## src/rtl/lapb_pkg.sv

```systemverilog
// How it works
// Default ack sends a ready I frame, else RR with final bit clear.
// Optional send sends a ready I frame, else nothing at all.
// Busy default sends a ready I frame, else RNR with final bit clear.
// Poll while busy gets RNR F=1; else I frame or RNR F=0.
// Errors in frame reject resend FRMR with F=P to commands; a response means silence.
// Errors while disconnected send DM F=1 only on poll, else nothing.
// Send-sequence error sends REJ F=P, or RR F=1 on poll if REJ pending.
// Busy clear sends REJ F=0 if data was dropped, else RR F=0.
// Impossible state and event pairs are ignored.
// One state register, one frame and poll/final bit per event.
// Local stop sends DISC into disconnect request; start sends SABM into setup.
package lapb_pkg;

	localparam int EV_W   = 5;
	localparam int KIND_W = 4;
	localparam int ST_W   = 4;
	// Event sample: valid, code, poll/final, command flag, I frame ready.
	localparam int SMP_W  = 1 + EV_W + 1 + 1 + 1;

	// Link states, Gray coded along setup, transfer and the busy variants.
	typedef enum logic [ST_W-1:0] {
		ST_DISC      = 4'h0,
		ST_SETUP     = 4'h1,
		ST_INFO      = 4'h3,
		ST_WAIT      = 4'h2,
		ST_REJ       = 4'h6,
		ST_RBUSY     = 4'h7,
		ST_LBUSY     = 4'h5,
		ST_BOTH      = 4'h4,
		ST_WAIT_L    = 4'hc,
		ST_WAIT_R    = 4'hd,
		ST_WAIT_LR   = 4'hf,
		ST_REJ_R     = 4'he,
		ST_FRMR      = 4'ha,
		ST_DISC_REQ  = 4'hb
	} link_state_t;

	typedef enum logic [EV_W-1:0] {
		EV_I_CMD    = 5'h00,
		EV_RR_CMD   = 5'h01,
		EV_REJ_CMD  = 5'h02,
		EV_RNR_CMD  = 5'h03,
		EV_SABM     = 5'h04,
		EV_DISC     = 5'h05,
		EV_RR_RSP   = 5'h06,
		EV_REJ_RSP  = 5'h07,
		EV_RNR_RSP  = 5'h08,
		EV_UA       = 5'h09,
		EV_DM       = 5'h0a,
		EV_FRMR     = 5'h0b,
		EV_START    = 5'h0c,
		EV_STOP     = 5'h0d,
		EV_BUSY_SET = 5'h0e,
		EV_BUSY_CLR = 5'h0f,
		EV_T1       = 5'h10,
		EV_N2       = 5'h11,
		EV_NS_ERR   = 5'h12,
		EV_NR_INV   = 5'h13,
		EV_UNREC    = 5'h14
	} event_t;

	typedef enum logic [KIND_W-1:0] {
		FR_NONE = 4'h0,
		FR_I    = 4'h1,
		FR_RR   = 4'h2,
		FR_RNR  = 4'h3,
		FR_REJ  = 4'h4,
		FR_SABM = 4'h5,
		FR_DISC = 4'h6,
		FR_UA   = 4'h7,
		FR_DM   = 4'h8,
		FR_FRMR = 4'h9
	} frame_kind_t;

	localparam link_state_t ST_RESET   = ST_DISC;
	localparam logic [SMP_W-1:0] SMP_RESET = 9'h000;

endpackage

```

## src/rtl/link_sampler.sv

```systemverilog
`timescale 1ns/1ps
// Brings the link clock and the event pins into the core clock and
// marks each rising edge of the link clock with a one-cycle strobe.
module link_sampler (
	input  wire logic                      clk,
	input  wire logic                      rst_b,
	input  wire logic                      link_clk,
	input  wire logic [lapb_pkg::SMP_W-1:0] din,
	output logic                           stb,
	output logic [lapb_pkg::SMP_W-1:0]     dout
);
	import lapb_pkg::*;

	logic [2:0]       lck_r;
	logic [SMP_W-1:0] d_meta_r;
	logic [SMP_W-1:0] d_sync_r;

	// Pins are held for a whole link clock period, so the two-stage copy
	// is settled by the time the synchronised rising edge arrives.
	always_ff @(posedge clk or negedge rst_b) begin
		if (!rst_b) begin
			lck_r    <= 3'h0;
			d_meta_r <= SMP_RESET;
			d_sync_r <= SMP_RESET;
		end else begin
			lck_r    <= {lck_r[1:0], link_clk};
			d_meta_r <= din;
			d_sync_r <= d_meta_r;
		end
	end

	always_ff @(posedge clk or negedge rst_b) begin
		if (!rst_b) begin
			stb  <= 1'b0;
			dout <= SMP_RESET;
		end else begin
			stb  <= lck_r[1] & ~lck_r[2];
			dout <= d_sync_r;
		end
	end

endmodule

```

## src/rtl/lapb_link_state_responder.sv

```systemverilog
`timescale 1ns/1ps
module lapb_link_state_responder (
	input  wire logic                 clk,
	input  wire logic                 rst_b,
	input  wire logic                 link_clk,
	input  wire logic                 ev_valid,
	input  wire logic [lapb_pkg::EV_W-1:0] ev_code,
	input  wire logic                 ev_pf,
	input  wire logic                 ev_cmd,
	input  wire logic                 i_ready,
	output logic                      tx_valid,
	output lapb_pkg::frame_kind_t     tx_kind,
	output logic                      tx_pf,
	output lapb_pkg::link_state_t     link_state,
	output logic                      rej_outstanding,
	output logic                      info_dropped
);
	import lapb_pkg::*;

	// ==========================================================
	// Decoding helpers
	function automatic logic is_conn(input link_state_t s);
		is_conn = !(s inside {ST_DISC, ST_SETUP, ST_FRMR, ST_DISC_REQ});
	endfunction

	function automatic link_state_t enc(input logic w, input logic l, input logic r,
		input logic j);
		if (j && !w && !l) begin
			enc = r ? ST_REJ_R : ST_REJ;
		end else begin
			case ({w, l, r})
				3'h0:    enc = ST_INFO;
				3'h1:    enc = ST_RBUSY;
				3'h2:    enc = ST_LBUSY;
				3'h3:    enc = ST_BOTH;
				3'h4:    enc = ST_WAIT;
				3'h5:    enc = ST_WAIT_R;
				3'h6:    enc = ST_WAIT_L;
				default: enc = ST_WAIT_LR;
			endcase
		end
	endfunction

	// ==========================================================
	// Event capture on link clock edges
	logic             stb;
	logic [SMP_W-1:0] smp;

	link_sampler u_sampler (
		.clk      (clk),
		.rst_b    (rst_b),
		.link_clk (link_clk),
		.din      ({ev_valid, ev_code, ev_pf, ev_cmd, i_ready}),
		.stb      (stb),
		.dout     (smp)
	);

	logic        take;
	event_t      ev;
	logic        pf, cmd, irdy, conn;
	logic        fw, fl, fr, fj;

	assign take = stb & smp[SMP_W-1];
	assign ev   = event_t'(smp[SMP_W-2 -: EV_W]);
	assign pf   = smp[2];
	assign cmd  = smp[1];
	assign irdy = smp[0];
	assign conn = is_conn(link_state);
	// Waiting, local busy, remote busy and reject sent, as separate flags.
	assign fw   = link_state inside {ST_WAIT, ST_WAIT_R, ST_WAIT_L, ST_WAIT_LR};
	assign fl   = link_state inside {ST_LBUSY, ST_BOTH, ST_WAIT_L, ST_WAIT_LR};
	assign fr   = link_state inside {ST_RBUSY, ST_BOTH, ST_WAIT_R, ST_WAIT_LR, ST_REJ_R};
	assign fj   = link_state inside {ST_REJ, ST_REJ_R};

	// ==========================================================
	// Response table
	link_state_t st_nxt;
	frame_kind_t kind_nxt, dflt_rr, dflt_rnr, opt_i;
	logic        pf_nxt, drop_nxt, rejo_nxt, leave;
	logic        nw, nl, nr, nj;

	// default ack
	assign dflt_rr  = irdy ? FR_I : FR_RR;
	// busy default
	assign dflt_rnr = irdy ? FR_I : FR_RNR;
	// optional send
	assign opt_i    = irdy ? FR_I : FR_NONE;

	// state and reply
	always_comb begin
		st_nxt   = link_state;
		kind_nxt = FR_NONE;
		pf_nxt   = 1'b0;
		drop_nxt = info_dropped;
		rejo_nxt = rej_outstanding;
		{nw, nl, nr, nj} = {fw, fl, fr, fj};
		leave    = 1'b0;
		case (ev)
			EV_I_CMD, EV_RR_CMD, EV_REJ_CMD, EV_RNR_CMD: begin
				if (link_state == ST_DISC) begin
					if (pf) begin
						kind_nxt = FR_DM;
						pf_nxt   = 1'b1;
					end
				end else if (link_state == ST_FRMR) begin
					kind_nxt = FR_FRMR;
					pf_nxt   = pf;
				end else if (conn) begin
					if (ev == EV_I_CMD) begin
						nj       = 1'b0;
						rejo_nxt = 1'b0;
						drop_nxt = info_dropped | fl;
					end
					nr     = (ev == EV_I_CMD) ? fr : (ev == EV_RNR_CMD);
					pf_nxt = pf;
					if (pf) begin
						// poll while busy
						kind_nxt = fl ? FR_RNR : FR_RR;
					end else if (fl) begin
						// no poll busy
						kind_nxt = (fw || ev == EV_I_CMD || ev == EV_RNR_CMD) ? FR_RNR : dflt_rnr;
					end else begin
						kind_nxt = (fw || nr) ? FR_RR : dflt_rr;
					end
				end
			end
			EV_SABM: begin
				kind_nxt = (link_state == ST_DISC_REQ) ? FR_DM : FR_UA;
				pf_nxt   = pf;
				if (link_state == ST_DISC_REQ) begin
					st_nxt = ST_DISC;
				end else if (link_state != ST_SETUP) begin
					st_nxt = (conn && fl) ? ST_LBUSY : ST_INFO;
				end
				leave = 1'b1;
			end
			EV_DISC: begin
				kind_nxt = (link_state == ST_DISC || link_state == ST_SETUP) ? FR_DM : FR_UA;
				pf_nxt   = pf;
				if (link_state != ST_DISC_REQ) begin
					st_nxt = ST_DISC;
				end
				leave = 1'b1;
			end
			EV_RR_RSP, EV_REJ_RSP, EV_RNR_RSP: begin
				if (conn) begin
					if (pf && !fw) begin
						kind_nxt = FR_SABM;
						st_nxt   = ST_SETUP;
						leave    = 1'b1;
					end else begin
						nw = fw & ~pf;
						nr = (ev == EV_RNR_RSP);
						// optional send
						if (ev != EV_RNR_RSP && (pf || !fw)) begin
							kind_nxt = opt_i;
						end
					end
				end
			end
			EV_UA, EV_DM, EV_FRMR: begin
				if (link_state == ST_SETUP || link_state == ST_DISC_REQ) begin
					if (ev == EV_UA && link_state == ST_SETUP) begin
						st_nxt = ST_INFO;
					end else if (ev == EV_UA || (ev == EV_DM && pf)) begin
						st_nxt = ST_DISC;
					end
				end else if (conn || link_state == ST_FRMR || ev == EV_DM) begin
					kind_nxt = FR_SABM;
					st_nxt   = ST_SETUP;
				end
				leave = 1'b1;
			end
			EV_START, EV_STOP: begin
				// local start and stop
				if (conn || link_state == ST_DISC || link_state == ST_FRMR) begin
					kind_nxt = (ev == EV_START) ? FR_SABM : FR_DISC;
					st_nxt   = (ev == EV_START) ? ST_SETUP : ST_DISC_REQ;
				end
				leave = 1'b1;
			end
			EV_BUSY_SET: begin
				// ignored when already busy
				if (conn && !fl) begin
					kind_nxt = FR_RNR;
					pf_nxt   = pf;
					nl       = 1'b1;
					nj       = 1'b0;
					rejo_nxt = 1'b0;
				end
			end
			EV_BUSY_CLR: begin
				// busy clears
				if (conn && fl) begin
					kind_nxt = info_dropped ? FR_REJ : FR_RR;
					nl       = 1'b0;
					drop_nxt = 1'b0;
				end
			end
			EV_T1: begin
				pf_nxt = 1'b1;
				if (conn) begin
					kind_nxt = fl ? FR_RNR : FR_RR;
					nw       = 1'b1;
					nj       = 1'b0;
				end else if (link_state == ST_SETUP) begin
					kind_nxt = FR_SABM;
				end else if (link_state == ST_DISC_REQ) begin
					kind_nxt = FR_DISC;
				end else if (link_state == ST_FRMR) begin
					kind_nxt = FR_FRMR;
					pf_nxt   = 1'b0;
				end
			end
			EV_N2: begin
				if (link_state == ST_SETUP || link_state == ST_DISC_REQ) begin
					st_nxt = ST_DISC;
				end else if (link_state != ST_DISC) begin
					kind_nxt = FR_SABM;
					st_nxt   = ST_SETUP;
				end
				leave = 1'b1;
			end
			EV_NS_ERR, EV_NR_INV, EV_UNREC: begin
				if (link_state == ST_DISC) begin
					// disconnected error
					if (cmd && pf) begin
						kind_nxt = FR_DM;
						pf_nxt   = 1'b1;
					end
				end else if (link_state == ST_FRMR) begin
					// frame reject error
					if (cmd) begin
						kind_nxt = FR_FRMR;
						pf_nxt   = pf;
					end
				end else if (conn && ev != EV_NS_ERR) begin
					kind_nxt = FR_FRMR;
					st_nxt   = ST_FRMR;
					leave    = 1'b1;
				end else if (conn && fl) begin
					kind_nxt = FR_RNR;
					pf_nxt   = pf;
				end else if (conn && !rej_outstanding) begin
					// send reject
					kind_nxt = FR_REJ;
					pf_nxt   = pf;
					rejo_nxt = 1'b1;
					nj       = ~fw;
				end else if (conn && pf) begin
					kind_nxt = FR_RR;
					pf_nxt   = 1'b1;
				end
			end
			default: st_nxt = link_state;
		endcase
		if (conn && !leave) begin
			st_nxt = enc(nw, nl, nr, nj);
		end
		if (!is_conn(st_nxt)) begin
			drop_nxt = 1'b0;
			rejo_nxt = 1'b0;
		end
	end

	// ==========================================================
	// Registers
	always_ff @(posedge clk or negedge rst_b) begin
		if (!rst_b) begin
			link_state      <= ST_RESET;
			info_dropped    <= 1'b0;
			rej_outstanding <= 1'b0;
		end else if (take) begin
			link_state      <= st_nxt;
			info_dropped    <= drop_nxt;
			rej_outstanding <= rejo_nxt;
		end
	end

	// A frame request is a single-cycle pulse; the transmitter latches it.
	always_ff @(posedge clk or negedge rst_b) begin
		if (!rst_b) begin
			tx_valid <= 1'b0;
			tx_kind  <= FR_NONE;
			tx_pf    <= 1'b0;
		end else begin
			tx_valid <= take && (kind_nxt != FR_NONE);
			if (take) begin
				tx_kind <= kind_nxt;
				tx_pf   <= pf_nxt;
			end
		end
	end

endmodule

```

## config.mk

```make
export PLATFORM = sky130hd
export DESIGN_NAME = lapb_link_state_responder
export DESIGN_NICKNAME = d
export VERILOG_FILES = /design/src/rtl/lapb_pkg.sv /design/src/rtl/link_sampler.sv /design/src/rtl/lapb_link_state_responder.sv
export SDC_FILE = /design/constraint.sdc
export NUM_CORES = 1
export LEC_CHECK = 0
export BUFFER_PORTS_ARGS = -buffer_cell sky130_fd_sc_hd__clkbuf_2
export CORE_UTILIZATION = 53
export DETAILED_ROUTE_END_ITERATION = 8
export PLACE_DENSITY = 0.76
export REMOVE_ABC_BUFFERS = 1
export SLEW_MARGIN = 20
export SYNTH_ARGS = -nofsm -noshare
export SYNTH_HDL_FRONTEND = slang
export SYNTH_SLANG_ARGS = --single-unit
```

## constraint.sdc

```tcl
create_clock -name clk -period 6.6 [get_ports clk]
set_clock_uncertainty 0.15 [all_clocks]
set_input_delay 0.66 -clock clk [delete_from_list [all_inputs] [get_ports clk]]
set_output_delay 0.66 -clock clk [all_outputs]
set_load 0.01 [all_outputs]
```

== Word level (Yosys, flattened, before mapping) ==
Cells that the tools add are included.
Operators by class
  mux-type cells: 130
  reductions and logical operators: 55
  equal/unequal tests: 56
  bitwise logic cells: 7
Operators with widths (count)
  $mux W4: 33
  $mux W1: 64
  $pmux W4 S7: 2
  $pmux W4 S11: 1
  $eq A5 B4 Y1 const B: 8
  $mux W3: 12
  $ne A3 B3 Y1 const B: 11
  $eq A4 B4 Y1 const B: 8
  $reduce_bool A4 Y1: 7
  $eq A5 B5 Y1 const B: 5
  $eq A5 B3 Y1 const B: 4
  $mux W2: 10
  $eq A4 B3 Y1 const B: 4
  $logic_and A1 B1 Y1: 14
  $reduce_and A12 Y1: 1
  $logic_or A1 B1 Y1: 11
  $eq A5 B2 Y1 const B: 2
  $eq A3 B3 Y1 const B: 3
  $reduce_or A3 Y1: 3
  $eq A4 B1 Y1 const B: 2
  $logic_not A4 Y1: 2
  $pmux W1 S2: 4
  $reduce_or A8 Y1: 1
  $logic_not A1 Y1: 7
  other kinds (22): 29
Storage, ports and cells
  word-level logic and storage cells: 259
  bits in registers: 43
  output and inout port bits: 12

== Logic depth before layout (Yosys ltp) ==
Gate-level depths: netlist of the first run.
  word-level depth: 18
  depth in mapped cells: 10
  mapped depth without buffers: 8

== Hierarchy ==
From an unflattened synthesis of the first run, not the netlist that was laid out.
Second synthesis, totals
  cell total of the unflattened synthesis: 327
  area total of the unflattened synthesis: 2874.0 sq um
Modules (own cells, without submodules)
  lapb_link_state_responder: times used 1, cells an instance 295, sequential area each 300.3 sq um, area an instance 2084.5 sq um
  link_sampler: times used 1, cells an instance 32, sequential area each 775.7 sq um, area an instance 789.5 sq um

== Worst setup path after synthesis of the first run ==
No wires, ideal clock.
  path type: register to register
  from: register link_state[3]
  to: register rej_outstanding
  path slack: 4034 ps
  path buffers: 2
  period minus slack after synthesis: 2566 ps
  data arrival time: 2282 ps
  cell stages (with the launch flop): 11
  library setup time: 134 ps
  path through: dfrtp_1 buf_6 xor2_1 or2_0 buf_2 and4_1 a211oi_4 nand3b_1 a221oi_1 a21boi_1 nor3_1
Between the ends
  longest elaborated chain between the ends: 18
Ends and longest elaborated chain
  start, declared: RTL line lapb_link_state_responder.sv:14  | output lapb_pkg::link_state_t link_state,
  start signal, assigned: RTL line lapb_link_state_responder.sv:274  | link_state <= st_nxt;
  parallel branches: the longest is 18 deep, another holds $pmux W4 S7
  end signal, assigned: RTL line lapb_link_state_responder.sv:276  | rej_outstanding <= rejo_nxt;
  end, declared: RTL line lapb_link_state_responder.sv:15  | output logic rej_outstanding,
Several ways; the timed one is not identified.
A chain may end at the register's enable or synchronous reset.

== Worst setup path after layout of the first run ==
  from: register link_state[1]
  to: register rej_outstanding
Same word-level chain as after synthesis.

==> Implementation_results.wiki, run 1 <==
{| class="wikitable"
! Metric !! Value
|-
| Signal arrival time at the worst endpoint || 3.28 ns
|-
| Die area || 5230 µm²
|-
| Most common cell after layout, fill and taps aside || sky130_fd_sc_hd__dfrtp_1
|-
| Most used cells in the layout excluding fill and tap cells || 43 x sky130_fd_sc_hd__dfrtp_1, 33 x sky130_fd_sc_hd__nand2_1, 22 x sky130_fd_sc_hd__clkbuf_2, 19 x sky130_fd_sc_hd__nor2_1, 16 x sky130_fd_sc_hd__a21oi_1
|-
| Post-route total power || 0.960 mW
|-
| Synthesized instance count || 288
|-
| Maximum Capacitance Violations || 0
|-
| Kind of critical path || flip-flop to flip-flop
|-
| Final routed DRC violation total || 0
|-
| Cell chosen for the clock root || sky130_fd_sc_hd__clkbuf_8
|-
| Highest cell delay on the worst timing path || 0.80 ns
|-
| Peak clock frequency supported by timing || 306 MHz
|-
| Sequential-to-total area share from yosys stat || 0.411
|-
| Worst path cell trace || xor2_1, or2_0, and4_1, a211oi_4, nand3b_1, a221oi_1, a21boi_1, nor3_1
|-
| Part of the cycle the worst path needs || 0.495
|-
| Via density per instance || 6.62
|-
| Mapped Area || 2620 µm²
|-
| Slew HR || 0.376
|-
| Core area || 4750 µm²
|-
| Max Slew Vio Count || 0
|-
| Starting density of the core || 0.551
|-
| Number of buffers and inverters on the critical path || 0
|-
| Core utilization of the finished layout || 0.590
|-
| Post-CTS Repair Setup Buffers || 0
|-
| Worst Setup End Kind || flip-flop
|-
| Final routed wire length divided by cell count || 19.4 µm
|-
| Maximum fanout along the worst path || 22
|-
| Portion of synthesized cell area occupied by the leading cell type || 0.411
|-
| Critical path startpoint category || flip-flop
|-
| Data required, critical path || 6.61 ns
|-
| Depth of the worst hold-timing path || 0
|-
| Number of global-route vias before repair || 2116
|-
| Peak ir drop on the vdd network || 0.000232 V
|-
| Power density normalized to cell area || 343 nW/µm²
|-
| Total track usage || 0.283
|-
| Hold Path Class || flip-flop to flip-flop
|-
| Top-level I/O count || 24
|-
| Run status || finished clean
|-
| Net count reported at finish || 308
|-
| Leading area contributor after synthesis || sky130_fd_sc_hd__dfrtp_1
|-
| DR vias || 2410
|-
| RSZ-0062 raised after global routing || false
|-
| Half-perimeter wire length after detailed placement || 5050 µm
|-
| Total negative slack || 0 ns
|-
| Async set-or-reset flop fraction in the synthesized netlist || 1.00
|-
| Cell row count || 25
|-
| Initial antenna violation count || 0
|-
| P&R area growth vs syn || 7.02%
|-
| Number of antenna repair diodes || 0
|-
| Count of fill cells added during filler insertion || 434
|-
| Family with the most delay on the worst path || simple AND/OR/NAND/NOR gates
|-
| Worst-skew pair later-pin latency || 0.30 ns
|-
| Share of post-route cells with drive strength above 1 || 0.152
|-
| Levels on crit path || 8
|-
| Pin count of the biggest net entering global routing || 44
|-
| Gp weighted congestion || 1.02
|-
| Grt ovf || 0
|-
| Most instantiated flip-flop cell in the synthesis netlist || sky130_fd_sc_hd__dfrtp_1
|-
| Cts-stage hold buffer count || 0
|-
| CTS tree || done
|-
| Number of warnings issued by yosys || 0
|-
| WL final || 7080 µm
|-
| Synthesized area divided by synthesized cell count || 9.10 µm²
|-
| First-pass GRT wire length || 10900 µm
|-
| Cells taking the most area after synthesis || sky130_fd_sc_hd__dfrtp_1 41%, sky130_fd_sc_hd__nand2_1 4.7%, sky130_fd_sc_hd__a21oi_1 3.1%
|-
| Die Ht || 72.3 µm
|-
| Worst Reg2Reg Path Length in Cells || 8
|-
| Cell with the biggest individual delay on the critical path || sky130_fd_sc_hd__dfrtp_1
|-
| Worst-path clk slew || 0.09 ns
|-
| Die W || 72.3 µm
|-
| Number of gates resized after CTS || 0
|-
| Flip-flop and latch count after synthesis || 43
|-
| Number of optimization iterations in the first detailed-route pass || 5
|-
| Number of synthesized flops with an enable pin || 0
|-
| Maximum clock insertion buffer count || 2
|-
| Htree depth || 2
|-
| Detailed Route Iter0 Violations || 341
|-
| Library cells used by synthesis || 64
|-
| Transition time at the pin with the least slew margin || 0.929 ns
|-
| Sinks on the clock net || 43
|-
| Total setup violations reported at the end of the flow || 0
|-
| Hold Fails Final Rpt || 0
|-
| Final period demand of the worst path || 3.27 ns
|-
| CTS Buf Count || 5
|-
| # port buffers || 23
|-
| Antenna Violating Nets Remaining || 0
|-
| Leakage component of the power || 1.15 nW
|}
[logic make-up (layout without fill, tap and decap cells)]
group,count (synthesis),in the layout,synth area share
xor gates and xnor gates,5,5,0.0167
AOI/OAI and AO/OA,91,91,0.258
muxes,3,3,0.0124
DFF,43,43,0.411
and+or+nand+nor,119,119,0.251
buffers and inverters,27,36,0.0506
[path summary, 6_finish.rpt]
check | start | to | slack, ns
max | link_state[1] | rej_outstanding | 3.33
min | u_sampler.d_sync_r[6] | u_sampler.dout[6] | 0.19
max reg2reg | link_state[1] | rej_outstanding | 3.33
min reg2reg | u_sampler.d_sync_r[6] | u_sampler.dout[6] | 0.19
max in group asynchronous | rst_b | u_sampler.d_meta_r[2] | 5.39
min in group asynchronous | rst_b | tx_pf | 0.34
[synthesized netlist by cell type, drive strengths merged (4+ instances only)]
cell type / instances
o2111ai: 4
or2: 4
o211ai: 6
nand2: 33
clkbuf: 9
nand2b: 6
o21ai: 12
nor2: 19
inv: 5
a211oi: 4
nand3: 6
a21oi: 17
nand3b: 4
dfrtp: 43
a21o: 6
and3: 4
a31oi: 6
buf: 13
nor2b: 9
o221ai: 4
nor3: 10
nor3b: 4
o21a: 4
[through the flow]
| stage | setup slack [ns] | hold slack, ns | instances | instance area, µm² |
|---|---|---|---|---|
| after floorplan | 3.83 | 0.181 | 266 | 2510 |
| after global placement | 3.52 | 0.181 | 356 | 2710 |
| after detailed placement | 3.40 | 0.186 | 356 | 2710 |
| after CTS | 3.38 | 0.198 | 364 | 2800 |
| after global routing | 3.19 | 0.209 | 364 | 2800 |
| final | 3.33 | 0.192 | 364 | 2800 |
[sequential cells by signal, summed over array words and instances, names as in the netlist]
| name | count |
|---|---|
| tx_valid | 1 |
| u_sampler.dout | 9 |
| link_state | 4 |
| u_sampler.lck_r | 3 |
| tx_pf | 1 |
| u_sampler.d_meta_r | 9 |
| rej_outstanding | 1 |
| info_dropped | 1 |
| tx_kind | 4 |
| u_sampler.stb | 1 |
| u_sampler.d_sync_r | 9 |
[power by group]
part	switching (mW)	leakage [nW]	internal (mW)	total, mW
Sequential	0.0842	0.519	0.291	0.375
Combinational	0.252	0.587	0.156	0.408
Clock	0.0916	0.0474	0.0853	0.177
[per-layer routing]
metal | vias to the layer above | routed length, µm | track usage
met5 | - | 0 | 0
met4 | 0 | 297 | 0.144
met3 | 27 | 493 | 0.0458
met2 | 144 | 3230 | 0.443
met1 | 1148 | 3060 | 0.380
li1 | 1091 | - | -
[area by class of cell]
| class | instances | area [µm²] | area share |
|---|---|---|---|
| Clock inverter | 2 | 16.3 | 0.00580 |
| Clock buffer | 6 | 82.6 | 0.0295 |
| Multi-Input combinational cell | 218 | 1410 | 0.503 |
| Timing Repair Buffer | 23 | 115 | 0.0411 |
| Tap cell | 67 | 83.8 | 0.0299 |
| Inverter | 5 | 18.8 | 0.00669 |
| Sequential cell | 43 | 1080 | 0.384 |
[worst register-to-register path: stages (launching register included)]
cell and delay (ns):
sky130_fd_sc_hd__dfrtp_1 0.80, sky130_fd_sc_hd__xor2_1 0.29, sky130_fd_sc_hd__or2_0 0.42, sky130_fd_sc_hd__and4_1 0.31, sky130_fd_sc_hd__a211oi_4 0.32, sky130_fd_sc_hd__nand3b_1 0.12
sky130_fd_sc_hd__a221oi_1 0.36, sky130_fd_sc_hd__a21boi_1 0.27, sky130_fd_sc_hd__nor3_1 0.10
(Power assumes the default switching activity.)
==> inputs of run 2 (changes only) <==
clock period = 3.1 ns   (was 6.6 ns; I/O delays follow)
==> Implementation_results.wiki, run 2 (synthesis gave the netlist of run 1 again) <==
{| class="wikitable"
! Metric !! Value
|-
| Share of post-route cells with drive strength above 1 || 0.208
|-
| Maximum clock insertion buffer count || 2
|-
| Starting density of the core || 0.551
|-
| Highest cell delay on the worst timing path || 0.55 ns
|-
| Number of optimization iterations in the first detailed-route pass || 5
|-
| Cell chosen for the clock root || sky130_fd_sc_hd__clkbuf_8
|-
| Detailed Route Iter0 Violations || 411
|-
| Largest registers || u_sampler.d_meta_r (9), u_sampler.d_sync_r (9), u_sampler.dout (9)
|-
| Critical path startpoint category || flip-flop
|-
| Cell with the biggest individual delay on the critical path || sky130_fd_sc_hd__dfrtp_1
|-
| Core utilization of the finished layout || 0.652
|-
| Combinational share of power || 0.491
|-
| Gp weighted congestion || 1.04
|-
| Post-route total power || 2.19 mW
|-
| Peak clock frequency supported by timing || 340 MHz
|-
| Total setup violations reported at the end of the flow || 0
|-
| Peak ir drop on the vdd network || 0.000626 V
|-
| Sinks on the clock net || 43
|-
| Core area || 4750 µm²
|-
| CTS tree || done
|-
| Final routed wire length divided by cell count || 18.0 µm
|-
| Share of power burned in the clock network || 0.171
|-
| Leakage component of the power || 1.32 nW
|-
| Power density normalized to cell area || 705 nW/µm²
|-
| Switching power || 0.911 mW
|-
| P&R area growth vs syn || 18.3%
|-
| Die W || 72.3 µm
|-
| Die area || 5230 µm²
|-
| Worst-skew pair later-pin latency || 0.29 ns
|-
| Via density per instance || 6.26
|-
| Final period demand of the worst path || 2.94 ns
|-
| Worst Setup End Kind || flip-flop
|-
| Htree depth || 2
|-
| Number of global-route vias before repair || 2305
|-
| Transition time at the pin with the least slew margin || 0.877 ns
|-
| First-pass GRT wire length || 11500 µm
|-
| Half-perimeter wire length after detailed placement || 5430 µm
|-
| Top-level I/O count || 24
|-
| Number of antenna repair diodes || 0
|-
| Violations in the final reports || hold timing
|-
| Data required, critical path || 3.10 ns
|-
| Maximum Capacitance Violations || 0
|-
| Slew HR || 0.415
|-
| Hold Path Class || input port to asynchronous set/reset pin
|-
| Most common cell after layout, fill and taps aside || sky130_fd_sc_hd__dfrtp_1
|-
| Antenna Violating Nets Remaining || 0
|-
| Signal arrival time at the worst endpoint || 2.95 ns
|-
| Run status || complete, but fails checks
|-
| Area used by sequential logic in the layout || 1080 µm²
|-
| Worst-path clk slew || 0.08 ns
|-
| Combined area of the multi-input logic cells || 1410 µm²
|-
| Count of fill cells added during filler insertion || 393
|-
| Net count reported at finish || 342
|-
| RSZ-0062 raised after global routing || false
|-
| Most used cells in the layout excluding fill and tap cells || 42 x sky130_fd_sc_hd__dfrtp_1, 33 x sky130_fd_sc_hd__nand2_1, 23 x sky130_fd_sc_hd__buf_4, 22 x sky130_fd_sc_hd__clkbuf_2, 19 x sky130_fd_sc_hd__nor2_1
|-
| Die Ht || 72.3 µm
|-
| Number of buffers and inverters on the critical path || 0
|-
| Worst-case hold slack || -0.0114 ns
|-
| Net Sw Frac || 0.417
|-
| Grt ovf || 0
|-
| Maximum fanout along the worst path || 17
|-
| Pin count of the biggest net entering global routing || 44
|-
| Total negative slack || 0 ns
|-
| Initial antenna violation count || 0
|-
| Family with the most delay on the worst path || compound AO/OA/AOI/OAI gates
|-
| Launch point of the worst reg-to-reg path || u_sampler.dout[4]
|-
| Kind of critical path || flip-flop to flip-flop
|-
| DR vias || 2492
|-
| Final routed DRC violation total || 0
|-
| Total track usage || 0.295
|-
| CTS Buf Count || 5
|-
| Hold Fails Final Rpt || 31
|-
| Max Slew Vio Count || 0
|-
| Worst path cell trace || or2_0, o311ai_1, a21oi_1, o22a_1, nand3b_1, a221oi_1, a21boi_1, nor3_1
|-
| Part of the cycle the worst path needs || 0.950
|-
| Power Internal || 1.27 mW
|-
| # port buffers || 23
|-
| Worst Setup SP || u_sampler.dout[4]
|-
| WL final || 7150 µm
|-
| Cell row count || 25
|-
| Proportion of power drawn by flip-flops and latches || 0.337
|}
run 2: worst paths after layout:
check	to	slack, ns	cells after the start
min reg2reg	u_sampler.d_sync_r[3]	0.19	0
max	rej_outstanding	0.16	8
max in group asynchronous	link_state[3]	2.22	1
min in group clk	u_sampler.d_sync_r[3]	0.19	0
min	u_sampler.lck_r[1]	-0.01	1
max reg2reg	rej_outstanding	0.16	8
run 2: power groups by stage:
stage          clock network [mW]  registers, mW  logic (mW)
6_report                    0.374          0.737        1.07
2_1_floorplan                   0          0.776       0.600
4_1_cts                     0.380          0.731        1.05
3_3_place_gp                    0          0.738        1.03
3_5_place_dp                    0          0.742        1.03
5_1_grt                     0.410          0.746        1.17
run 2: layout make-up:
| cell class | instances | share of cell area |
|---|---|---|
| clock buffers | 8 | 0.0323 |
| inverters | 5 | 0.00606 |
| multi-input cells | 218 | 0.455 |
| flip-flops and latches | 43 | 0.348 |
| well taps | 67 | 0.0270 |
| repair buffers | 57 | 0.132 |
run 2: what timing repair did:
action,4_1_cts,5_1_grt
endpoints found under the setup margin,0,1
setup buffers,0,0
gates resized for setup,0,1
hold buffers,10,0
hold endpoints to repair,10,0
run 2: metrics by stage:
step	cell area, µm²	setup slack, ns	cells
final	3100	0.156	398
after CTS	3100	0.183	398
after global routing	3100	0.0175	398
after floorplan	2510	0.328	266
after detailed placement	2900	0.197	380
after global placement	2900	0.234	380
run 2: layer usage:
layer  global-route usage  part of all wire
met4                0.176             0.061
met1                0.396              0.42
met5                    0                 0
met3               0.0486             0.072
met2                0.451              0.45
==> inputs of run 3 (changes only) <==
PLACE_DENSITY = 0.72   (was 0.76)
==> Implementation_results.wiki, run 3 (synthesis gave the netlist of run 1 again) <==
{| class="wikitable"
! Metric !! Value
|-
| Transition time at the pin with the least slew margin || 0.924 ns
|-
| Largest registers || u_sampler.d_meta_r (9), u_sampler.d_sync_r (9), u_sampler.dout (9)
|-
| Levels on crit path || 8
|-
| Die area || 5230 µm²
|-
| Final routed wire length divided by cell count || 18.5 µm
|-
| Worst-case hold slack || -0.0140 ns
|-
| Minimum setup slack in the final design || 0.192 ns
|-
| Most common cell after layout, fill and taps aside || sky130_fd_sc_hd__dfrtp_1
|-
| Maximum Capacitance Violations || 0
|-
| Die Ht || 72.3 µm
|-
| Worst-skew pair later-pin latency || 0.31 ns
|-
| Critical path startpoint category || flip-flop
|-
| Sinks on the clock net || 43
|-
| Part of the cycle the worst path needs || 0.938
|-
| Most used cells in the layout excluding fill and tap cells || 43 x sky130_fd_sc_hd__dfrtp_1, 33 x sky130_fd_sc_hd__nand2_1, 22 x sky130_fd_sc_hd__clkbuf_2, 19 x sky130_fd_sc_hd__nor2_1, 18 x sky130_fd_sc_hd__buf_4
|-
| Final period demand of the worst path || 2.91 ns
|-
| Gp weighted congestion || 1.04
|-
| Worst-path clk slew || 0.09 ns
|-
| Highest metal layer with signal wires || met4
|-
| Detailed Route Iter0 Violations || 348
|-
| Worst Setup End Kind || flip-flop
|-
| Met2 wire len || 3200 µm
|-
| Peak clock frequency supported by timing || 344 MHz
|-
| Pin count of the biggest net entering global routing || 44
|-
| Cts-stage hold buffer count || 10
|-
| Run status || complete, but fails checks
|-
| Total negative slack || 0 ns
|-
| Top-level I/O count || 24
|-
| Htree depth || 2
|-
| CTS Buf Count || 5
|-
| Hold Path Class || input port to asynchronous set/reset pin
|-
| Starting density of the core || 0.551
|-
| Core area || 4750 µm²
|-
| Highest cell delay on the worst timing path || 0.59 ns
|-
| Fin area || 3040 µm²
|-
| Number of global-route vias before repair || 2216
|-
| CTS tree || done
|-
| DR vias || 2430
|-
| Peak ir drop on the vdd network || 0.000471 V
|-
| Number of gates resized after CTS || 0
|-
| Share of post-route cells with drive strength above 1 || 0.194
|-
| Dpl ws || 0.235 ns
|-
| Leakage component of the power || 1.28 nW
|-
| # port buffers || 23
|-
| Post-CTS Repair Setup Buffers || 0
|-
| Cell row count || 25
|-
| Count of fill cells added during filler insertion || 394
|-
| Violations in the final reports || hold timing
|-
| Filler-free cell count of the finished design || 392
|-
| Core utilization of the finished layout || 0.638
|-
| Number of buffers and inverters on the critical path || 0
|-
| Data required, critical path || 3.13 ns
|-
| Initial antenna violation count || 0
|-
| WL final || 7250 µm
|-
| Post-route total power || 2.16 mW
|-
| Final routed DRC violation total || 0
|-
| Cell with the biggest individual delay on the critical path || sky130_fd_sc_hd__or4b_4
|-
| Slew HR || 0.384
|-
| Net count reported at finish || 336
|-
| Worst path cell trace || or4b_4, a21oi_4, a211oi_2, a211oi_4, nand3b_1, a221oi_1, a21boi_1, nor3_1
|-
| RSZ-0062 raised after global routing || false
|-
| Number of optimization iterations in the first detailed-route pass || 5
|-
| Met3 routed WL || 506 µm
|-
| Kind of critical path || flip-flop to flip-flop
|-
| Number of antenna repair diodes || 0
|-
| Total track usage || 0.298
|-
| Antenna Violating Nets Remaining || 0
|-
| Worst Reg2Reg Path Length in Cells || 8
|-
| Cell chosen for the clock root || sky130_fd_sc_hd__clkbuf_8
|-
| Max Slew Vio Count || 0
|-
| Power density normalized to cell area || 711 nW/µm²
|-
| First-pass GRT wire length || 11500 µm
|-
| Dpl cells || 374
|-
| Half-perimeter wire length after detailed placement || 5300 µm
|-
| Total setup violations reported at the end of the flow || 0
|-
| Maximum clock insertion buffer count || 2
|-
| P&R area growth vs syn || 15.9%
|-
| Hold Fails Final Rpt || 31
|-
| Detailed-route wire length on metal 1 || 3180 µm
|-
| Maximum fanout along the worst path || 14
|-
| Via density per instance || 6.20
|-
| Die W || 72.3 µm
|-
| Grt ovf || 0
|-
| Family with the most delay on the worst path || compound AO/OA/AOI/OAI gates
|-
| Area after DPL || 2840 µm²
|-
| Signal arrival time at the worst endpoint || 2.94 ns
|}
[run 3: cell types whose count changed in the layout (fill, tap and decap cells not counted), sizes merged]
cell,delta
buf,-6
clkbuf,-3
inv,+2
clkinv,+1
[run 3: worst paths after layout]
path / from / end / slack [ns]
setup / recovery: u_sampler.dout[4] / rej_outstanding / 0.19
hold reg to reg: u_sampler.d_meta_r[5] / u_sampler.d_sync_r[5] / 0.20
max in group asynchronous: rst_b / u_sampler.d_sync_r[8] / 2.24
hold / removal: rst_b / u_sampler.d_sync_r[6] / -0.01
min in group clk: u_sampler.d_meta_r[5] / u_sampler.d_sync_r[5] / 0.20
setup reg to reg: u_sampler.dout[4] / rej_outstanding / 0.19
[run 3: power by group]
group          total [mW]  switching, mW  internal [mW]
Combinational        1.04          0.616          0.421
Sequential          0.742          0.121          0.621
Clock               0.380          0.215          0.166
[run 3: worst reg2reg max path, cell delays in order, from the launching register on]
cell	delay (ns)
sky130_fd_sc_hd__dfrtp_1	0.53
sky130_fd_sc_hd__or4b_4	0.59
sky130_fd_sc_hd__a21oi_4	0.29
sky130_fd_sc_hd__a211oi_2	0.14
sky130_fd_sc_hd__a211oi_4	0.30
sky130_fd_sc_hd__nand3b_1	0.11
sky130_fd_sc_hd__a221oi_1	0.33
sky130_fd_sc_hd__a21boi_1	0.26
sky130_fd_sc_hd__nor3_1	0.08
[run 3: area by class of cell]
| type | count | area (µm²) | share of cell area |
|---|---|---|---|
| clock buffer | 5 | 68.8 | 0.0227 |
| clock inverter | 3 | 26.3 | 0.00866 |
| inverter | 5 | 18.8 | 0.00618 |
| multi-input combinational | 218 | 1410 | 0.465 |
| sequential | 43 | 1080 | 0.354 |
| tap | 67 | 83.8 | 0.0276 |
| timing repair buffer | 51 | 350 | 0.115 |
[run 3: routing by layer]
| metal | vias to the layer above | track usage |
|---|---|---|
| li1 | 1145 | - |
| met1 | 1127 | 0.421 |
| met2 | 124 | 0.447 |
| met3 | 34 | 0.0417 |
| met4 | 0 | 0.161 |
| met5 | - | 0 |
